### config.mk
export PLATFORM = sky130hd
export DESIGN_NAME = loop_timer_pwm_channel
export DESIGN_NICKNAME = d
export VERILOG_FILES = /design/src/rtl/loop_pwm_pkg.sv /design/src/rtl/fine_delay_pin.sv /design/src/rtl/loop_timer_pwm_channel.sv
export SDC_FILE = /design/constraint.sdc
export NUM_CORES = 1
export LEC_CHECK = 0
export BUFFER_PORTS_ARGS = -buffer_cell sky130_fd_sc_hd__buf_2
export CORE_UTILIZATION = 25
export DETAILED_ROUTE_END_ITERATION = 8
export PLACE_DENSITY = 0.4
export SETUP_SLACK_MARGIN = 0.05
export SYNTH_ARGS = -nofsm -noshare
export SYNTH_HDL_FRONTEND = slang
export SYNTH_SLANG_ARGS = --single-unit
### constraint.sdc
create_clock -name MCLK -period 4.7 [get_ports MCLK]
set_clock_uncertainty 0.1 [all_clocks]
set_input_delay 1.41 -clock MCLK [delete_from_list [all_inputs] [get_ports MCLK]]
set_output_delay 1.41 -clock MCLK [all_outputs]
set_load 0.02 [all_outputs]
### src/rtl/loop_pwm_pkg.sv
// Package with constants, register map and carrier types of the loop timer PWM channel.
package loop_pwm_pkg;
    // ------------------------------------------------------------------
    // Register offsets (byte addresses)
    // ------------------------------------------------------------------
    localparam logic [7:0] CTRL_OFF    = 8'h00;
    localparam logic [7:0] PRESC_OFF   = 8'h04;
    localparam logic [7:0] LIMIT_OFF   = 8'h08;
    localparam logic [7:0] CMPW_OFF    = 8'h0C;
    localparam logic [7:0] STATUS_OFF  = 8'h10;
    // ------------------------------------------------------------------
    // Field positions and widths
    // ------------------------------------------------------------------
    localparam int CTRL_EN_BIT      = 0;
    localparam int CTRL_PACT_BIT    = 1;
    localparam int CTRL_PULSE_BIT   = 2;
    localparam int FINE_DIV_LSB     = 0;
    localparam int LOOP_SEL_LSB     = 8;
    localparam int FINE_W           = 7;
    localparam int COARSE_W         = 25;
    localparam int DIV_W            = 6;
    localparam int LSEL_W           = 3;
    localparam int STAT_PIN_BIT     = 25;
    // ------------------------------------------------------------------
    // Reset values and response codes
    // ------------------------------------------------------------------
    localparam logic [31:0] CTRL_RST  = 32'h0000_0000;
    localparam logic [31:0] PRESC_RST = 32'h0000_0301;
    localparam logic [31:0] LIMIT_RST = 32'h0000_0000;
    localparam logic [31:0] CMPW_RST  = 32'h0000_0000;
    localparam logic [1:0]  RESP_OK   = 2'b00;
    localparam logic [1:0]  RESP_ERR  = 2'b10;

    // Settings passed from the register file to the timing engine.
    typedef struct packed {
        logic                enable;
        logic                pin_action;
        logic                pulse_high;
        logic [DIV_W-1:0]    fine_divide_ratio;
        logic [LSEL_W-1:0]   loop_sel;
        logic [COARSE_W-1:0] counter_wrap_limit;
        logic [31:0]         compare_word_field;
    } pwm_cfg_t;
endpackage : loop_pwm_pkg

### src/rtl/fine_delay_pin.sv
// Pin logic that places a match edge a number of fine periods into the loop period.
`timescale 1ns/1ns
module fine_delay_pin
    import loop_pwm_pkg::*;
(
    // Clock and reset
    input  wire logic              MCLK,
    input  wire logic              RST,
    // Fine tick and loop start
    input  wire logic              fine_tick,
    input  wire logic              loop_start,
    // Requests from the compare step and the counter wrap
    input  wire logic              set_req,
    input  wire logic              clr_req,
    input  wire logic [LSEL_W-1:0] loop_sel,
    input  wire logic [FINE_W-1:0] fine_delay_field,
    // Pin
    output logic                   pin_q
);
    import loop_pwm_pkg::*;

    logic              armed_q, armed_d;
    logic [FINE_W-1:0] left_q, left_d;
    logic              pin_d;
    logic [FINE_W-1:0] delay;

    // Only the top loop_sel bits count; lower bits are shifted out.
    always_comb begin
        delay = fine_delay_field >> (FINE_W - int'(loop_sel));
        if (loop_sel == '0) begin
            delay = '0;
        end
    end

    always_comb begin
        armed_d = armed_q;
        left_d  = left_q;
        pin_d   = pin_q;
        if (clr_req) begin
            pin_d   = 1'b0;
            armed_d = 1'b0;
        end else if (set_req) begin
            if (delay == '0) begin
                pin_d = 1'b1;
            end else begin
                armed_d = 1'b1;
                left_d  = delay;
            end
        end else if (armed_q && fine_tick) begin
            if (left_q == 7'h01) begin
                pin_d   = 1'b1;
                armed_d = 1'b0;
            end
            left_d = left_q - 7'h01;
        end
    end

    always_ff @(posedge MCLK) begin
        if (RST) begin
            armed_q <= 1'b0;
            left_q  <= '0;
            pin_q   <= 1'b0;
        end else begin
            armed_q <= armed_d;
            left_q  <= left_d;
            pin_q   <= pin_d;
        end
    end

    property p_delay_zero_immediate;
        @(posedge MCLK) disable iff (RST)
        set_req && !clr_req && delay == '0 |=> pin_q;
    endproperty
    a_delay_zero_immediate : assert property (p_delay_zero_immediate)
        else $error("Zero fine delay did not raise the pin at once.");

    property p_clear_low;
        @(posedge MCLK) disable iff (RST)
        clr_req |=> !pin_q;
    endproperty
    a_clear_low : assert property (p_clear_low)
        else $error("Pin not low after counter wrap.");

    unused_loop_start : cover property (@(posedge MCLK) loop_start && armed_q);
endmodule : fine_delay_pin

### src/rtl/loop_timer_pwm_channel.sv
// Loop timer PWM channel: prescalers, counter and compare steps, AXI4-Lite registers.
`timescale 1ns/1ns
// Summary of operation
// - Fine divide ratio one makes fine ticks every peripheral clock.
// - Loop period is the granularity of PWM period and bounds steps per loop.
// - A loop period holds loop-divide-ratio fine cycles.
// - Timeslots per loop equal loop ratio times fine ratio clocks.
// - Counter step adds one each loop, returns to zero after its limit.
// - PWM period is limit plus one loops, times loop ratio fine cycles.
// - Compare step drives the pin high when compare equals counter.
// - Compare word holds fine part in low 7 bits, coarse in upper 25.
// - For loop divider two to k only top k fine bits count.
// - Counter step copies its new value into the working register.
// - Pulse-high mode clears pin on counter wrap and sets it on a match at any other loop start.
// - Pin edge is delayed by the valid fine bits in fine cycles.
module loop_timer_pwm_channel
    import loop_pwm_pkg::*;
(
    // Clock and reset
    input  wire logic        MCLK,
    input  wire logic        RST,
    // AXI4-Lite write channels
    input  wire logic [7:0]  AWADDR,
    input  wire logic        AWVALID,
    output logic             AWREADY,
    input  wire logic [31:0] WDATA,
    input  wire logic [3:0]  WSTRB,
    input  wire logic        WVALID,
    output logic             WREADY,
    output logic [1:0]       BRESP,
    output logic             BVALID,
    input  wire logic        BREADY,
    // AXI4-Lite read channels
    input  wire logic [7:0]  ARADDR,
    input  wire logic        ARVALID,
    output logic             ARREADY,
    output logic [31:0]      RDATA,
    output logic [1:0]       RRESP,
    output logic             RVALID,
    input  wire logic        RREADY,
    // PWM pin
    output logic             PWM_PIN
);
    import loop_pwm_pkg::*;

    // ------------------------------------------------------------------
    // Register file
    // ------------------------------------------------------------------
    logic [31:0] ctrl_q, ctrl_d, presc_q, presc_d, limit_q, limit_d, cmpw_q, cmpw_d;
    logic        aw_got_q, aw_got_d, w_got_q, w_got_d, bvalid_q, bvalid_d;
    logic [7:0]  awaddr_q, awaddr_d;
    logic [31:0] wdata_q, wdata_d;
    logic [3:0]  wstrb_q, wstrb_d;
    logic [1:0]  bresp_q, bresp_d, rresp_q, rresp_d;
    logic        rvalid_q, rvalid_d;
    logic [31:0] rdata_q, rdata_d;
    logic [COARSE_W-1:0] work_q, work_d, count_q, count_d;
    pwm_cfg_t    cfg;

    function automatic logic mapped(input logic [7:0] a);
        return a == CTRL_OFF || a == PRESC_OFF || a == LIMIT_OFF || a == CMPW_OFF
            || a == STATUS_OFF;
    endfunction : mapped

    function automatic logic [31:0] merge(input logic [31:0] old, input logic [31:0] nw,
                                          input logic [3:0] s);
        logic [31:0] r;
        r = old;
        for (int i = 0; i < 4; i++) begin
            if (s[i]) begin
                r[i*8 +: 8] = nw[i*8 +: 8];
            end
        end
        return r;
    endfunction : merge

    assign AWREADY = !aw_got_q && !bvalid_q;
    assign WREADY  = !w_got_q && !bvalid_q;
    assign ARREADY = !rvalid_q;
    assign BVALID  = bvalid_q;
    assign BRESP   = bresp_q;
    assign RVALID  = rvalid_q;
    assign RRESP   = rresp_q;
    assign RDATA   = rdata_q;

    always_comb begin
        logic        do_wr;
        logic [7:0]  wa;
        logic [31:0] wd;
        logic [3:0]  ws;
        do_wr    = 1'b0;
        aw_got_d = aw_got_q;
        w_got_d  = w_got_q;
        awaddr_d = awaddr_q;
        wdata_d  = wdata_q;
        wstrb_d  = wstrb_q;
        bvalid_d = bvalid_q;
        bresp_d  = bresp_q;
        ctrl_d   = ctrl_q;
        presc_d  = presc_q;
        limit_d  = limit_q;
        cmpw_d   = cmpw_q;
        if (AWVALID && AWREADY) begin
            aw_got_d = 1'b1;
            awaddr_d = AWADDR;
        end
        if (WVALID && WREADY) begin
            w_got_d = 1'b1;
            wdata_d = WDATA;
            wstrb_d = WSTRB;
        end
        wa = aw_got_q ? awaddr_q : AWADDR;
        wd = w_got_q ? wdata_q : WDATA;
        ws = w_got_q ? wstrb_q : WSTRB;
        if ((aw_got_q || (AWVALID && AWREADY)) && (w_got_q || (WVALID && WREADY))) begin
            do_wr    = 1'b1;
            aw_got_d = 1'b0;
            w_got_d  = 1'b0;
            bvalid_d = 1'b1;
            bresp_d  = mapped(wa) ? RESP_OK : RESP_ERR;
        end else if (bvalid_q && BREADY) begin
            bvalid_d = 1'b0;
        end
        if (do_wr) begin
            unique case (wa)
                CTRL_OFF:  ctrl_d  = merge(ctrl_q, wd, ws);
                PRESC_OFF: presc_d = merge(presc_q, wd, ws);
                LIMIT_OFF: limit_d = merge(limit_q, wd, ws);
                CMPW_OFF:  cmpw_d  = merge(cmpw_q, wd, ws);
                default:   ;
            endcase
        end
    end

    always_comb begin
        rvalid_d = rvalid_q;
        rdata_d  = rdata_q;
        rresp_d  = rresp_q;
        if (ARVALID && ARREADY) begin
            rvalid_d = 1'b1;
            rresp_d  = mapped(ARADDR) ? RESP_OK : RESP_ERR;
            unique case (ARADDR)
                CTRL_OFF:   rdata_d = {29'h0, ctrl_q[2:0]};
                PRESC_OFF:  rdata_d = {21'h0, presc_q[10:8], 2'h0, presc_q[5:0]};
                LIMIT_OFF:  rdata_d = {7'h0, limit_q[COARSE_W-1:0]};
                CMPW_OFF:   rdata_d = cmpw_q;
                STATUS_OFF: rdata_d = {6'h0, PWM_PIN, count_q};
                default:    rdata_d = 32'h0000_0000;
            endcase
        end else if (rvalid_q && RREADY) begin
            rvalid_d = 1'b0;
        end
    end

    always_ff @(posedge MCLK) begin
        if (RST) begin
            ctrl_q   <= CTRL_RST;
            presc_q  <= PRESC_RST;
            limit_q  <= LIMIT_RST;
            cmpw_q   <= CMPW_RST;
            aw_got_q <= 1'b0;
            w_got_q  <= 1'b0;
            awaddr_q <= '0;
            wdata_q  <= '0;
            wstrb_q  <= '0;
            bvalid_q <= 1'b0;
            bresp_q  <= RESP_OK;
            rvalid_q <= 1'b0;
            rresp_q  <= RESP_OK;
            rdata_q  <= '0;
        end else begin
            ctrl_q   <= ctrl_d;
            presc_q  <= presc_d;
            limit_q  <= limit_d;
            cmpw_q   <= cmpw_d;
            aw_got_q <= aw_got_d;
            w_got_q  <= w_got_d;
            awaddr_q <= awaddr_d;
            wdata_q  <= wdata_d;
            wstrb_q  <= wstrb_d;
            bvalid_q <= bvalid_d;
            bresp_q  <= bresp_d;
            rvalid_q <= rvalid_d;
            rresp_q  <= rresp_d;
            rdata_q  <= rdata_d;
        end
    end

    assign cfg = '{enable:             ctrl_q[CTRL_EN_BIT],
                   pin_action:         ctrl_q[CTRL_PACT_BIT],
                   pulse_high:         ctrl_q[CTRL_PULSE_BIT],
                   fine_divide_ratio:  presc_q[FINE_DIV_LSB +: DIV_W],
                   loop_sel:           presc_q[LOOP_SEL_LSB +: LSEL_W],
                   counter_wrap_limit: limit_q[COARSE_W-1:0],
                   compare_word_field: cmpw_q};

    // ------------------------------------------------------------------
    // Prescalers and step engine
    // ------------------------------------------------------------------
    // A fine divide ratio of zero is treated as one so the engine never stalls.
    logic [DIV_W-1:0] fdiv_q, fdiv_d;
    logic [FINE_W-1:0] lcnt_q, lcnt_d;
    logic fine_tick, loop_start, wrap, match, set_req, clr_req;
    logic [FINE_W:0] loop_ratio;

    assign loop_ratio = 8'h01 << cfg.loop_sel;
    assign fine_tick  = cfg.enable && (fdiv_q == '0);
    assign loop_start = fine_tick && (lcnt_q == '0);

    always_comb begin
        fdiv_d = fdiv_q;
        lcnt_d = lcnt_q;
        if (!cfg.enable) begin
            fdiv_d = '0;
            lcnt_d = '0;
        end else begin
            fdiv_d = (fdiv_q + 6'h01 >= cfg.fine_divide_ratio) ? '0 : fdiv_q + 6'h01;
            if (fine_tick) begin
                lcnt_d = ({1'b0, lcnt_q} + 8'h01 >= loop_ratio) ? '0 : lcnt_q + 7'h01;
            end
        end
    end

    // Compare takes the working value as it is copied, so a match lines up with the
    // loop start, like the wrap clear, and the fine delay counts from that same clock.
    assign wrap = loop_start && (count_q == cfg.counter_wrap_limit);
    assign match = loop_start && (work_d == cfg.compare_word_field[31:FINE_W]);
    assign set_req = match && cfg.pin_action;
    assign clr_req = loop_start && wrap && cfg.pulse_high && cfg.pin_action;

    always_comb begin
        count_d = count_q;
        work_d  = work_q;
        if (!cfg.enable) begin
            count_d = '0;
            work_d  = '0;
        end else if (loop_start) begin
            count_d = wrap ? '0 : count_q + 25'h1;
            work_d  = count_d;
        end
    end

    always_ff @(posedge MCLK) begin
        if (RST) begin
            fdiv_q  <= '0;
            lcnt_q  <= '0;
            count_q <= '0;
            work_q  <= '0;
        end else begin
            fdiv_q  <= fdiv_d;
            lcnt_q  <= lcnt_d;
            count_q <= count_d;
            work_q  <= work_d;
        end
    end

    fine_delay_pin u_pin (
        .MCLK             (MCLK),
        .RST              (RST),
        .fine_tick        (fine_tick),
        .loop_start       (loop_start),
        .set_req          (set_req),
        .clr_req          (clr_req),
        .loop_sel         (cfg.loop_sel),
        .fine_delay_field (cfg.compare_word_field[FINE_W-1:0]),
        .pin_q            (PWM_PIN)
    );

    // ------------------------------------------------------------------
    // Assertions
    // ------------------------------------------------------------------
    property p_count_wraps;
        @(posedge MCLK) disable iff (RST)
        wrap && cfg.enable |=> count_q == '0;
    endproperty
    a_count_wraps : assert property (p_count_wraps)
        else $error("Counter did not return to zero after its limit.");

    property p_count_incr;
        @(posedge MCLK) disable iff (RST)
        loop_start && !wrap |=> count_q == $past(count_q) + 25'h1;
    endproperty
    a_count_incr : assert property (p_count_incr)
        else $error("Counter did not add one at loop start.");

    property p_work_copy;
        @(posedge MCLK) disable iff (RST)
        loop_start |=> work_q == count_q;
    endproperty
    a_work_copy : assert property (p_work_copy)
        else $error("Working register does not hold the new count.");

    property p_full_rate;
        @(posedge MCLK) disable iff (RST)
        cfg.enable && cfg.fine_divide_ratio == 6'h01 && $past(cfg.enable) |-> fine_tick;
    endproperty
    a_full_rate : assert property (p_full_rate)
        else $error("Fine tick missing at divide ratio one.");

    property p_loop_len8;
        @(posedge MCLK) disable iff (RST)
        loop_start && cfg.fine_divide_ratio == 6'h01 && cfg.loop_sel == 3'd3
            ##1 cfg.enable [*7] |-> !loop_start ##1 loop_start;
    endproperty
    a_loop_len8 : assert property (p_loop_len8)
        else $error("Loop period is not eight clocks at divide by eight.");

    property p_match_sets;
        @(posedge MCLK) disable iff (RST)
        set_req && !clr_req && cfg.loop_sel == '0 |=> PWM_PIN;
    endproperty
    a_match_sets : assert property (p_match_sets)
        else $error("Match did not raise the pin.");

    c_wrap  : cover property (@(posedge MCLK) wrap);
    c_match : cover property (@(posedge MCLK) set_req);
    c_rise  : cover property (@(posedge MCLK) $rose(PWM_PIN));
    c_fall  : cover property (@(posedge MCLK) $fell(PWM_PIN));
endmodule : loop_timer_pwm_channel

==> reports/metrics.yaml <==
status: "finished clean"
fmax_mhz: 223
drv_slew: 0
drt_iter0_markers: 846
io_pins: 101
grt.total_usage: 0.182
reg2reg_from: "count_q[7]$_SDFFE_PP0N_"
swShare: 0.251
async_flop_share: 0
ys_seq_area_frac: 0.383
vdd_drop_max_v: 0.000289
synthAdderAreaFrac: 0.0233
vias: 10600
critPathRequiredTime_ps: 5040
syn_inst: 1403
hold_path_class: "reg2reg"
die_area_mm2: 0.0460
ys_ff_latch: 216
synth-xor-area-share: 0.0380
pwr-share-clk: 0.502
dp_hpwl_um: 31500
worstMarginPinSlew_ps: 865
yosysTopAreaCellShare: 0.383
synth_top_family_by_area: "compound AO/OA/AOI/OAI gates"
whs_endpoint: "wstrb_q[1]$_SDFFE_PP0P_"
use_met1: 0.256
ys_types: 76
area.growth.synth_to_final_pct: 20.9
htree_levels: 1
final_cells: 2101
synthTopCellsByArea: "dfxtp_1 (38%), nor2_1 (6.1%), nand2_1 (6.0%)"
layout-drive-gt1-share: 0.162
antenna_found_initial: 0
synth_ff_type: "dfxtp_1"
synth_compound_area_frac: 0.226
ys_warn_count: 0
synthMuxAreaShare: 0.0556
numClockSinks: 216
rrSetupSlack_ps: 220
p_leak_uw: 0.00494
grt_overflow_total: 0
period_needed_ps: 4480
cp.arrival_ps: 4810
cts.path.max_buffers: 3
drv_cap: 0
grt_use_met2: 0.291
cts_tree: "built"
crit_type: "reg2reg"
p_total_uw: 4650
clk_latency_ps: 550
routed_wl_um: 42400
power_frac_seq: 0.413
place.gp.congestion: 0.913
drc: 0
io_buffers: 98
p_int_uw: 3490
dp.cells: 2050
nets: 1569
synth-simple-area-share: 0.225
fin_setup_tns_ps: 0
die_w_um: 214
worst-path-max-fanout: 11
use_met3: 0.0274
synth_area_mm2: 0.0113
min-delay-start: "wstrb_q[1]$_SDFFE_PP0P_"
setup_slack_ps: 224
postSynthAreaPerCell_um2: 8.05
setup_viol: 0
rr_worst_depth: 13
cp-end-kind: "register"
ctsHoldBuffers: 0
avgRoutedWirePerCell_um: 20.2
clkTransAtPathRegs_ps: 60
top_usage_layer: "met2"
finalCritPeriodShare: 0.952
dp_slack_ps: 42.9
synth-edff-count: 0
hold_path_depth: 2
start_kind: "register"
num_rows: 77
start_util: 0.254
grt_max_degree: 163
power_density_mw_per_mm2: 341
yosysTopAreaCell: "dfxtp_1"
r2r_end: "u_pin.left_q[3]$_SDFFE_PP0P_"
switching_power_uw: 1170
finalHoldViolCount: 0
relSlewSlack: 0.420
numCtsBuffers: 27
root_buffer: "clkbuf_16"
comb_power_share: 0.085
diodes: 0
core_mm2: 0.0444
grt_pass1_wl_um: 65100
dieHeight_um: 214
grt_pass1_vias: 10300
firstDrtPassIters: 5
ant_nets: 0
vias_per_cell: 5.04
rsz0062_at_grt: "no"
==> final cells by class <==
type                            count  area (µm²)
Fill cell                        4770       30800
Multi-Input combinational cell   1051        6460
Sequential cell                   216        4330
Timing Repair Buffer              163        1020
Tap cell                          592         741
Clock buffer                       33         718
Clock inverter                     16         267
Inverter                           30         113
==> worst max path at each step <==
| stage | from | slack (ps) | end |
|---|---|---|---|
| after floorplan | count_q[0]$_SDFFE_PP0N_ | 480 | u_pin.left_q[1]$_SDFFE_PP0P_ |
| after CTS | count_q[7]$_SDFFE_PP0N_ | 210 | u_pin.left_q[3]$_SDFFE_PP0P_ |
| after detailed placement | count_q[7]$_SDFFE_PP0N_ | 40 | u_pin.left_q[3]$_SDFFE_PP0P_ |
| after global placement | count_q[7]$_SDFFE_PP0N_ | 10 | u_pin.left_q[3]$_SDFFE_PP0P_ |
| after global routing | count_q[13]$_SDFFE_PP0N_ | 50 | u_pin.left_q[3]$_SDFFE_PP0P_ |
| final | count_q[7]$_SDFFE_PP0N_ | 220 | u_pin.left_q[3]$_SDFFE_PP0P_ |
==> flip-flops by register name, summed over array words and instances (netlist names), 3 cells and up <==
| signal | count |
|---|---|
| awaddr_q | 8 |
| wstrb_q | 4 |
| u_pin.left_q | 7 |
| ctrl_q | 3 |
| fdiv_q | 6 |
| count_q | 25 |
| cmpw_q | 32 |
| RDATA | 32 |
| limit_q | 25 |
| lcnt_q | 7 |
| wdata_q | 32 |
| presc_q | 9 |
| work_q | 18 |
==> cell usage in the layout (no fill, tap or decap), drive strengths merged, types with 11 or more instances in the layout <==
cell,Yosys,layout
inv,30,30
nor2,182,182
xor2,35,35
nand4,15,15
nor4,20,20
nor2b,13,13
nand2b,13,13
dfxtp,216,216
buf,19,163
a22oi,34,34
o21ai,45,45
mux2i,47,47
a21oi,107,107
ha,21,21
a22o,15,15
nand2,181,181
or3,11,11
xnor2,14,14
a211oi,71,71
nor3,28,28
a222oi,14,14
nand3,33,33
clkbuf,88,33
==> cells in the mapped netlist (5+ instances only) <==
cell type / count
nand3_1: 32
a222oi_1: 14
buf_1: 5
o21ai_0: 44
and4_1: 7
or3_1: 11
xor2_1: 35
nor4_1: 19
mux2_2: 8
dfxtp_1: 216
nor2b_1: 13
a211oi_1: 71
and3_1: 9
buf_4: 7
or4_1: 5
a22o_1: 15
nand2_1: 181
a31oi_1: 5
a21o_1: 6
nand3b_1: 9
xnor2_1: 14
buf_2: 7
or2_2: 6
nand4_1: 14
o21a_1: 9
nor2_1: 182
a21oi_1: 107
ha_1: 21
o211ai_1: 7
and2_1: 8
a22oi_1: 34
inv_1: 30
nand2b_1: 13
o22ai_1: 5
mux2i_1: 47
nor3_1: 28
clkbuf_1: 88
==> power by group through the flow <==
stage | logic [µW] | clock network, µW | registers (µW)
final | 397 | 2330 | 1920
after global routing | 443 | 2470 | 1930
after CTS | 402 | 2400 | 1920
after detailed placement | 402 | 0 | 1960
after global placement | 400 | 0 | 1960
after floorplan | 269 | 0 | 1950
==> per-stage QoR <==
step,area [µm²],utilization,hold slack (ps)
detailed placement,12600,0.284,346
global route,13600,0.307,369
finish,13600,0.307,353
global placement,12600,0.284,338
floorplan,11300,-,329
CTS,13600,0.306,355
==> worst max-delay path, stage by stage (launching register included) <==
cell       delay [ps]
dfxtp_1           530
xor2_1            490
nor4_2            130
nand4_1           270
o21ai_1           170
buf_4             220
o32a_1            360
a211o_1           270
or4_4             520
a2111oi_4         440
buf_4             220
nor4_2             60
a221o_1           360
a32o_1            200
==> routing by layer <==
metal | share of wire | vias to the layer above
li1 | - | 5222
met4 | 0.019 | 0
met2 | 0.45 | 248
met1 | 0.48 | 5064
met3 | 0.048 | 47
met5 | 0 | -
==> cells by family (layout without fill, tap and decap cells) <==
logic type / count (synthesis) / after routing
simple gates: 550 / 550
compound gates: 371 / 371
flops: 216 / 216
buf+inv: 137 / 242
mux: 58 / 58
xor+xnor: 49 / 49
fa+ha+maj: 21 / 21
other cells: 1 / 2
==> timing repair <==
| action | CTS | global route |
|---|---|---|
| resized for setup | 1 | 5 |
| pin swaps | 0 | 2 |
| buffers inserted | 0 | 2 |
| setup endpoints to repair | 1 | 7 |
| cloned | 0 | 0 |
Power figures use the tool's default switching activity.
